[src/hdl/ddrx_pkg.sv]
// Constants shared by the DDR 1:8 receiver and its word buffer.
// Assumes a single system clock; all pin inputs are asynchronous to it.
package ddrx_pkg;
    localparam int unsigned LANES_PER_GROUP = 4;
    localparam int unsigned BITS_PER_WORD   = 8;
    localparam int unsigned FIFO_DEPTH      = 32;
    localparam int unsigned OFFSET_W        = 3;
    localparam logic [7:0]  FRAME_PATTERN   = 8'h0F;
    localparam logic [1:0]  LAST_PAIR       = 2'h3;
    localparam logic [1:0]  PAIR_CNT_RST    = 2'h0;
    localparam logic [2:0]  OFFSET_RST      = 3'h0;
    localparam logic [7:0]  WORD_RST        = 8'h00;

    typedef enum logic [1:0] {
        ST_IDLE = 2'b00,
        ST_LOAD = 2'b01,
        ST_RUN  = 2'b11
    } ddrx_state_type;
endpackage

[src/hdl/ddrx_fifo.sv]
// Word buffer between the deserializer and system logic, with fill flags.
// Assumes one clock; pointers still cross as Gray codes so a split clock is a small change.
`timescale 1ns/1ps
module ddrx_fifo #(
    parameter int unsigned WIDTH = 32,
    parameter int unsigned DEPTH = ddrx_pkg::FIFO_DEPTH,
    localparam int unsigned AW   = $clog2(DEPTH)
) (
    input  wire logic             i_clk,
    input  wire logic             i_rst_b,
    input  wire logic             i_wr_valid,
    output logic                  o_wr_ready,
    input  wire logic [WIDTH-1:0] i_wr_data,
    output logic                  o_rd_valid,
    input  wire logic             i_rd_ready,
    output logic [WIDTH-1:0]      o_rd_data,
    output logic                  o_quarter,
    output logic                  o_half,
    output logic                  o_three_quarter
);
    localparam logic [AW:0] FULL_LVL = (AW+1)'(DEPTH);
    localparam logic [AW:0] Q1_LVL   = (AW+1)'(DEPTH / 4);
    localparam logic [AW:0] Q2_LVL   = (AW+1)'(DEPTH / 2);
    localparam logic [AW:0] Q3_LVL   = (AW+1)'((3 * DEPTH) / 4);

    logic [WIDTH-1:0] mem [DEPTH];
    logic [AW:0]      wbin_q;
    logic [AW:0]      rbin_q;
    logic [AW:0]      wgray_q;
    logic [AW:0]      rgray_q;
    logic [AW:0]      wg_s1_q;
    logic [AW:0]      wg_s2_q;
    logic [AW:0]      rg_s1_q;
    logic [AW:0]      rg_s2_q;
    logic [AW:0]      wbin_d;
    logic [AW:0]      rbin_d;
    logic [AW:0]      wr_level;
    logic             wr_fire;
    logic             rd_fire;

    function automatic logic [AW:0] gray2bin(input logic [AW:0] g);
        logic [AW:0] b;
        b[AW] = g[AW];
        for (int i = AW - 1; i >= 0; i--) begin
            b[i] = b[i+1] ^ g[i];
        end
        return b;
    endfunction

    // Flags come from the synchronised read pointer, so they may read high a little long
    assign wr_level        = wbin_q - gray2bin(rg_s2_q);
    assign o_wr_ready      = (wr_level != FULL_LVL);
    assign o_rd_valid      = (rbin_q != gray2bin(wg_s2_q));
    assign o_rd_data       = mem[rbin_q[AW-1:0]];
    assign o_quarter       = (wr_level >= Q1_LVL);
    assign o_half          = (wr_level >= Q2_LVL);
    assign o_three_quarter = (wr_level >= Q3_LVL);
    assign wr_fire         = i_wr_valid & o_wr_ready;
    assign rd_fire         = o_rd_valid & i_rd_ready;
    assign wbin_d          = wbin_q + (AW+1)'(1);
    assign rbin_d          = rbin_q + (AW+1)'(1);

    always_ff @(posedge i_clk) begin
        if (wr_fire) begin
            mem[wbin_q[AW-1:0]] <= i_wr_data;
        end
    end

    always_ff @(posedge i_clk or negedge i_rst_b) begin
        if (!i_rst_b) begin
            wbin_q  <= '0;
            wgray_q <= '0;
        end else if (wr_fire) begin
            wbin_q  <= wbin_d;
            wgray_q <= wbin_d ^ (wbin_d >> 1);
        end
    end

    always_ff @(posedge i_clk or negedge i_rst_b) begin
        if (!i_rst_b) begin
            rbin_q  <= '0;
            rgray_q <= '0;
        end else if (rd_fire) begin
            rbin_q  <= rbin_d;
            rgray_q <= rbin_d ^ (rbin_d >> 1);
        end
    end

    always_ff @(posedge i_clk or negedge i_rst_b) begin
        if (!i_rst_b) begin
            wg_s1_q <= '0;
            wg_s2_q <= '0;
            rg_s1_q <= '0;
            rg_s2_q <= '0;
        end else begin
            wg_s1_q <= wgray_q;
            wg_s2_q <= wg_s1_q;
            rg_s1_q <= rgray_q;
            rg_s2_q <= rg_s1_q;
        end
    end
endmodule

[src/hdl/ddrx_rx_top.sv]
// Source-synchronous DDR receiver, 1:8 per lane, words into per-group buffers.
// Assumes forwarded clock, frame and data arrive on pins, asynchronous to i_clk,
// and that i_clk runs fast enough to see every half period of the forwarded clock.
`timescale 1ns/1ps
module ddrx_rx_top #(
    parameter int unsigned  LANES  = 4,
    parameter int unsigned  DEPTH  = ddrx_pkg::FIFO_DEPTH,
    localparam int unsigned GROUPS = LANES / ddrx_pkg::LANES_PER_GROUP
) (
    input  wire logic                          i_clk,
    input  wire logic                          i_rst_b,
    input  wire logic                          i_forwarded_rx_clock,
    input  wire logic                          i_frame,
    input  wire logic [LANES-1:0]              i_data,
    input  wire logic                          i_frame_en,
    input  wire logic [ddrx_pkg::OFFSET_W-1:0] i_digital_phase_offset,
    input  wire logic                          i_rd_ready,
    output logic [8*LANES-1:0]                 o_rd_data,
    output logic                               o_rd_valid,
    output logic [GROUPS-1:0]                  o_quarter,
    output logic [GROUPS-1:0]                  o_half,
    output logic [GROUPS-1:0]                  o_three_quarter,
    output logic                               o_overrun,
    output logic                               o_phase_locked
);
    localparam int unsigned NIN  = LANES + 1;
    localparam int unsigned ODEP = 2 ** ddrx_pkg::OFFSET_W;
    localparam int unsigned GW   = 8 * ddrx_pkg::LANES_PER_GROUP;

    ddrx_pkg::ddrx_state_type state_q;

    logic [NIN:0]                  pin_in;
    logic [NIN:0]                  s1_q;
    logic [NIN:0]                  s2_q;
    logic [NIN:0]                  s3_q;
    logic [NIN:0]                  lvl_q;
    logic                          clk_prev_q;
    logic                          rise_raw;
    logic                          fall_raw;
    logic [ODEP-2:0]               rise_hist_q;
    logic [ODEP-2:0]               fall_hist_q;
    logic [ODEP-1:0]               rise_vec;
    logic [ODEP-1:0]               fall_vec;
    logic [ddrx_pkg::OFFSET_W-1:0] offset_q;
    logic                          rise_evt;
    logic                          fall_evt;
    logic                          armed_q;
    logic [NIN-1:0]                cap_rise_q;
    logic [NIN-1:0]                cap_fall_q;
    logic [NIN-1:0]                rise_rr_q;
    logic [NIN-1:0]                fall_rr_q;
    logic                          pair_q;
    logic                          shift_en_q;
    logic [7:0]                    word_q [NIN];
    logic [7:0]                    word_next [NIN];
    logic [1:0]                    pair_cnt_q;
    logic                          word_done;
    logic [8*LANES-1:0]            wr_word;
    logic [8*LANES-1:0]            wr_data_q;
    logic                          wr_valid_q;
    logic [GROUPS-1:0]             grp_wr_ready;
    logic [GROUPS-1:0]             grp_rd_valid;
    logic                          all_wr_ready;
    logic                          wr_fire;

    // Clock, frame and data share one sampling chain so their skew stays equal
    assign pin_in = {i_forwarded_rx_clock, i_frame, i_data};

    always_ff @(posedge i_clk or negedge i_rst_b) begin
        if (!i_rst_b) begin
            s1_q <= '0;
            s2_q <= '0;
            s3_q <= '0;
        end else begin
            s1_q <= pin_in;
            s2_q <= s1_q;
            s3_q <= s2_q;
        end
    end

    // A pin level counts only once the second and third stage agree
    always_ff @(posedge i_clk or negedge i_rst_b) begin
        if (!i_rst_b) begin
            lvl_q      <= '0;
            clk_prev_q <= 1'b0;
        end else begin
            lvl_q      <= (s2_q & s3_q) | (lvl_q & (s2_q ^ s3_q));
            clk_prev_q <= lvl_q[NIN];
        end
    end

    assign rise_raw = lvl_q[NIN] & ~clk_prev_q;
    assign fall_raw = ~lvl_q[NIN] & clk_prev_q;

    // Offset is loaded once after reset and never retuned
    always_ff @(posedge i_clk or negedge i_rst_b) begin
        if (!i_rst_b) begin
            state_q  <= ddrx_pkg::ST_IDLE;
            offset_q <= ddrx_pkg::OFFSET_RST;
        end else begin
            case (state_q)
                ddrx_pkg::ST_IDLE: begin
                    state_q <= ddrx_pkg::ST_LOAD;
                end
                ddrx_pkg::ST_LOAD: begin
                    offset_q <= i_digital_phase_offset;
                    state_q  <= ddrx_pkg::ST_RUN;
                end
                ddrx_pkg::ST_RUN: begin
                    state_q <= ddrx_pkg::ST_RUN;
                end
                default: begin
                    state_q <= ddrx_pkg::ST_IDLE;
                end
            endcase
        end
    end

    assign o_phase_locked = (state_q == ddrx_pkg::ST_RUN);

    // Edge-aligned data from the far end; delaying the edge moves the sample mid-eye
    always_ff @(posedge i_clk or negedge i_rst_b) begin
        if (!i_rst_b) begin
            rise_hist_q <= '0;
            fall_hist_q <= '0;
        end else begin
            rise_hist_q <= rise_vec[ODEP-2:0];
            fall_hist_q <= fall_vec[ODEP-2:0];
        end
    end

    assign rise_vec = {rise_hist_q, rise_raw};
    assign fall_vec = {fall_hist_q, fall_raw};
    assign rise_evt = rise_vec[offset_q] & o_phase_locked & armed_q;
    assign fall_evt = fall_vec[offset_q] & o_phase_locked;

    // The forwarded clock may idle high, so filling the sync chain after reset looks
    // like a rise; a pair only counts once a real falling edge has been taken
    always_ff @(posedge i_clk or negedge i_rst_b) begin
        if (!i_rst_b) begin
            armed_q <= 1'b0;
        end else if (fall_evt) begin
            armed_q <= 1'b1;
        end
    end

    always_ff @(posedge i_clk or negedge i_rst_b) begin
        if (!i_rst_b) begin
            cap_rise_q <= '0;
            cap_fall_q <= '0;
        end else begin
            if (rise_evt) begin
                cap_rise_q <= lvl_q[NIN-1:0];
            end
            if (fall_evt) begin
                cap_fall_q <= lvl_q[NIN-1:0];
            end
        end
    end

    always_ff @(posedge i_clk or negedge i_rst_b) begin
        if (!i_rst_b) begin
            pair_q     <= 1'b0;
            shift_en_q <= 1'b0;
            rise_rr_q  <= '0;
            fall_rr_q  <= '0;
        end else begin
            pair_q     <= rise_evt;
            shift_en_q <= pair_q;
            if (pair_q) begin
                rise_rr_q <= cap_rise_q;
                fall_rr_q <= cap_fall_q;
            end
        end
    end

    // Falling-edge bit is the older of each pair, so it shifts in below the rising one
    for (genvar i = 0; i < NIN; i++) begin : g_lane
        assign word_next[i] = {rise_rr_q[i], fall_rr_q[i], word_q[i][7:2]};
        always_ff @(posedge i_clk or negedge i_rst_b) begin
            if (!i_rst_b) begin
                word_q[i] <= ddrx_pkg::WORD_RST;
            end else if (shift_en_q) begin
                word_q[i] <= word_next[i];
            end
        end
        if (i < LANES) begin : g_pack
            assign wr_word[8*i +: 8] = word_next[i];
        end
    end

    // Frame high in the first four slots marks a boundary; else count four pairs
    assign word_done = shift_en_q & (i_frame_en ?
                       (word_next[LANES] == ddrx_pkg::FRAME_PATTERN) :
                       (pair_cnt_q == ddrx_pkg::LAST_PAIR));

    always_ff @(posedge i_clk or negedge i_rst_b) begin
        if (!i_rst_b) begin
            pair_cnt_q <= ddrx_pkg::PAIR_CNT_RST;
        end else if (shift_en_q) begin
            pair_cnt_q <= word_done ? ddrx_pkg::PAIR_CNT_RST : pair_cnt_q + 2'h1;
        end
    end

    always_ff @(posedge i_clk or negedge i_rst_b) begin
        if (!i_rst_b) begin
            wr_valid_q <= 1'b0;
            wr_data_q  <= '0;
        end else begin
            wr_valid_q <= word_done;
            if (word_done) begin
                wr_data_q <= wr_word;
            end
        end
    end

    // The link cannot be paused: a word is dropped whole if any group is full
    assign all_wr_ready = &grp_wr_ready;
    assign wr_fire      = wr_valid_q & all_wr_ready;
    assign o_rd_valid   = &grp_rd_valid;

    always_ff @(posedge i_clk or negedge i_rst_b) begin
        if (!i_rst_b) begin
            o_overrun <= 1'b0;
        end else if (wr_valid_q && !all_wr_ready) begin
            o_overrun <= 1'b1;
        end
    end

    for (genvar g = 0; g < GROUPS; g++) begin : g_group
        ddrx_fifo #(
            .WIDTH (GW),
            .DEPTH (DEPTH)
        ) u_fifo (
            .i_clk           (i_clk),
            .i_rst_b         (i_rst_b),
            .i_wr_valid      (wr_fire),
            .o_wr_ready      (grp_wr_ready[g]),
            .i_wr_data       (wr_data_q[GW*g +: GW]),
            .o_rd_valid      (grp_rd_valid[g]),
            .i_rd_ready      (i_rd_ready & o_rd_valid),
            .o_rd_data       (o_rd_data[GW*g +: GW]),
            .o_quarter       (o_quarter[g]),
            .o_half          (o_half[g]),
            .o_three_quarter (o_three_quarter[g])
        );
    end
endmodule

[config.mk]
export PLATFORM = sky130hd
export DESIGN_NAME = ddrx_rx_top
export DESIGN_NICKNAME = d
export VERILOG_FILES = /design/src/hdl/ddrx_pkg.sv /design/src/hdl/ddrx_fifo.sv /design/src/hdl/ddrx_rx_top.sv
export SDC_FILE = /design/constraint.sdc
export NUM_CORES = 1
export LEC_CHECK = 0
export ABC_AREA = 1
export ABC_CLOCK_PERIOD_IN_PS = 5100
export BUFFER_PORTS_ARGS = -buffer_cell sky130_fd_sc_hd__buf_4
export CORE_MARGIN = 3
export CORE_UTILIZATION = 50
export CTS_BUF_LIST = sky130_fd_sc_hd__clkbuf_4
export CTS_CLUSTER_DIAMETER = 100
export DETAILED_ROUTE_END_ITERATION = 10
export HOLD_SLACK_MARGIN = 0.03
export PLACE_DENSITY = 0.65
export SKIP_CTS_REPAIR_TIMING = 1
export SLEW_MARGIN = 20
export SYNTH_ARGS = -nofsm -noshare
export SYNTH_HDL_FRONTEND = slang
export SYNTH_SLANG_ARGS = --single-unit
[constraint.sdc]
create_clock -name i_clk -period 5.1 [get_ports i_clk]
set_input_delay 0.765 -clock i_clk [delete_from_list [all_inputs] [get_ports i_clk]]
set_output_delay 0.765 -clock i_clk [all_outputs]
set_load 0.02 [all_outputs]
==> impl_metrics.yaml <==
job:
  maxCapViolCount: 0
placement:
  place_area_um2: 49300
  pre_cts_slack_ps: 924
  routabilityCongestion: 0.836
  hpwl_um: 66200
  port_buffers: 50
setup_path:
  r2r_cells: 17
  r2r_start: "g_group[0].u_fifo.rg_s2_q[5]"
  r2r_slack_ps: 890
  path_class: "reg -> out"
  required_ps: 4340
  cp_cell_sequence: "inv_6 > nor2_4 > buf_12 > a21oi_1 > o21ai_0 > a21oi_1 > o21ai_1 > buf_4"
  r2r-end: "g_group[0].u_fifo.mem[0][8]"
  arrival_ps: 4190
  cp_num_buf_inv: 3
  cp_top_family: "buffers and inverters"
  cp_slowest_cell: "dfrtp_1"
  crit_top_cell: "a21oi_1"
  crit_fanout: 96
  cpPeakStageDelay_ps: 600
  critPathCaptureType: "output pin"
  cp-start-kind: "flop"
clock_network:
  htreeDepth: 5
  clock_sinks: 1203
  cts_buffers: 316
  cts_tree: "done"
  clock_path_buffers: 4
  cts-root-buf: "clkbuf_4"
  clk_latency_ps: 1170
  clk_pin_slew_worst_paths_ps: 70
timing:
  report.final.slew_viol_count: 0
  finalSetupTns_ps: 0
  fmax_mhz: 202
  slew_headroom: 0.243
  fin_ws_ps: 142
  hold_viol: 0
  finalSetupViolations: 0
  tightest_slew_ps: 1140
  final.period_utilization: 0.972
  skew_ps: 117
  period_needed_ps: 4960
final_layout:
  fin_area_um2: 53100
  area_delta_synth_final_pct: 12.4
  finish.utilization: 0.568
  drive_gt1_frac: 0.158
  nNetsFinal: 3903
power:
  combPwrFrac: 0.333
  p_leak_nw: 19.7
  p_sw_mw: 11.4
  max-vdd-ir-drop_uv: 480
  p_int_mw: 19.1
  powerDensity_nw_per_um2: 575
  power_mw: 30.5
  pwr-share-seq: 0.418
  swShare: 0.374
  pwr-share-clk: 0.249
grt:
  grt_pass1_wl_um: 178000
  grt_pass1_vias: 29692
  grt_antenna_before_repair: 4
  grt_usage: 0.240
  grt_max_degree: 112
  grt_overflow_total: 0
synthesis:
  syn-cell-area_um2: 47200
  synth_warnings: 0
  postSynthAreaPerCell_um2: 13.0
  synth_common_cells: "1024 x edfxtp_1, 721 x nand2_1, 372 x o21ai_0"
  synth-edff-count: 1024
  synthTopCellsByArea: "edfxtp_1 65%, dfrtp_1 9.5%, nand2_1 5.7%"
  yosysUniqueCellTypes: 39
  synth-async-reset-ratio: 0.149
  synth_flop_cell: "edfxtp_1"
  synth_top_area_frac: 0.652
  synth_nets: 3660
  yosys.area.top_type: "edfxtp_1"
  synth_most_common_cell: "edfxtp_1"
  synth_seq_area_share: 0.747
  synthCells: 3629
  ys_ff_latch: 1203
route:
  drcViolationCount: 0
  drt_iter0_drc: 3066
  wl_met3_um: 8490
  drtAntennaViolNets: 0
  drtPass1Iterations: 6
  dr.max_layer_used: "met4"
  viasPerCell: 5.63
  vias: 29944
  wl_um: 118000
  m1WireLength_um: 48900
  wire_per_inst_um: 22.1
  wl_met2_um: 56500
floorplanning:
  core_area_um2: 93500
  die_h_um: 313
  start_util: 0.505
  ios: 51
  dieArea_um2: 98100
  die_x_um: 313
  rows: 112
outcome:
  status: "complete, no violations"
worst_hold_path:
  min-delay-path-class: "in -> async"
## kinds of logic (layout without fill, tap and decap cells)
| family | count (synthesis) | count (layout) | synth area share |
|---|---|---|---|
| adder cells (fa/ha/maj) | 18 | 18 | 0.00477 |
| buffers and inverters | 308 | 735 | 0.0281 |
| multiplexers | 128 | 128 | 0.0272 |
| flip-flops | 1203 | 1203 | 0.747 |
| AO/OA/AOI/OAI | 812 | 812 | 0.0954 |
| other | 0 | 9 | 0 |
| AND/OR/NAND/NOR | 1137 | 1137 | 0.0936 |
| XOR/XNOR | 23 | 23 | 0.00443 |
## flip-flops by register name, summed over array words and instances, names as in the netlist, 3 cells and up
register / flops
s1_q: 6
g_group.u_fifo.mem: 1024
rise_hist_q: 7
g_group.u_fifo.rbin_q: 5
fall_hist_q: 7
fall_rr_q: 5
lvl_q: 6
g_group.u_fifo.wg_s1_q: 6
s2_q: 6
g_group.u_fifo.rg_s1_q: 6
s3_q: 6
g_group.u_fifo.wbin_q: 5
g_group.u_fifo.rgray_q: 6
g_group.u_fifo.wgray_q: 6
rise_rr_q: 5
cap_fall_q: 5
wr_data_q: 32
g_group.u_fifo.rg_s2_q: 6
g_group.u_fifo.wg_s2_q: 6
word_next: 30
cap_rise_q: 5
offset_q: 3
## layout by cell type (no fill, tap or decap), types with 5 or more instances in the layout
cell type,synthesis,final
dfrtp_2,0,5
ha_1,18,18
clkinv_1,1,56
inv_2,2,10
o22ai_1,128,128
o21ai_1,32,32
xor2_1,15,15
nand2_1,721,719
dlygate4sd3_1,0,11
inv_1,79,76
xnor2_1,7,7
nand3_1,86,86
o211ai_1,96,96
edfxtp_1,1024,1024
buf_12,0,18
diode_2,0,9
mux2i_1,128,128
a21o_1,6,6
nor2_4,0,32
dfrtp_1,179,171
clkbuf_4,1,433
nor2_1,315,283
nor3_1,6,6
o21ai_0,372,372
buf_4,16,118
a21oi_1,171,171
## power groups by stage
stage	registers [mW]	clock network (mW)	logic (mW)
2_1_floorplan	13.1	0	5.83
3_3_place_gp	13.0	0	10.0
3_5_place_dp	13.0	0	10.1
4_1_cts	12.8	7.78	10.1
5_1_grt	12.8	8.30	11.0
6_report	12.8	7.60	10.2
## metal layers
layer | track usage | up-vias
li1 | - | 13766
met1 | 0.329 | 14744
met2 | 0.382 | 1200
met3 | 0.0456 | 234
met4 | 0.0942 | 0
met5 | 0 | -
## final cells by class
class	instances	area [um^2]
fillers	7661	40400
inverters	82	329
diodes	9	22.5
clock buffers	433	3250
flip-flops and latches	1203	35200
well taps	1254	1570
multi-input cells	2118	10900
clock inverters	69	297
repair buffers	151	1440
## how the worst max path moves through the flow
stage | startpoint | endpoint | depth (start not counted)
floorplan | g_group[0].u_fifo.rg_s2_q[4] | g_group[0].u_fifo.mem[0][0] | 16
global placement | g_group[0].u_fifo.rg_s2_q[4] | g_group[0].u_fifo.mem[29][9] | 15
detailed placement | g_group[0].u_fifo.rg_s2_q[5] | g_group[0].u_fifo.mem[0][5] | 17
CTS | g_group[0].u_fifo.rbin_q[0] | o_rd_data[5] | 9
global route | g_group[0].u_fifo.rbin_q[2] | o_rd_data[15] | 8
finish | g_group[0].u_fifo.rbin_q[2] | o_rd_data[15] | 8
## stage by stage
stage	hold slack, ps	cells
floorplan	331	3629
CTS	-446	5297
detailed placement	335	4795
finish	201	5319
global route	206	5315
global placement	334	4793
(Power assumes the default switching activity.)
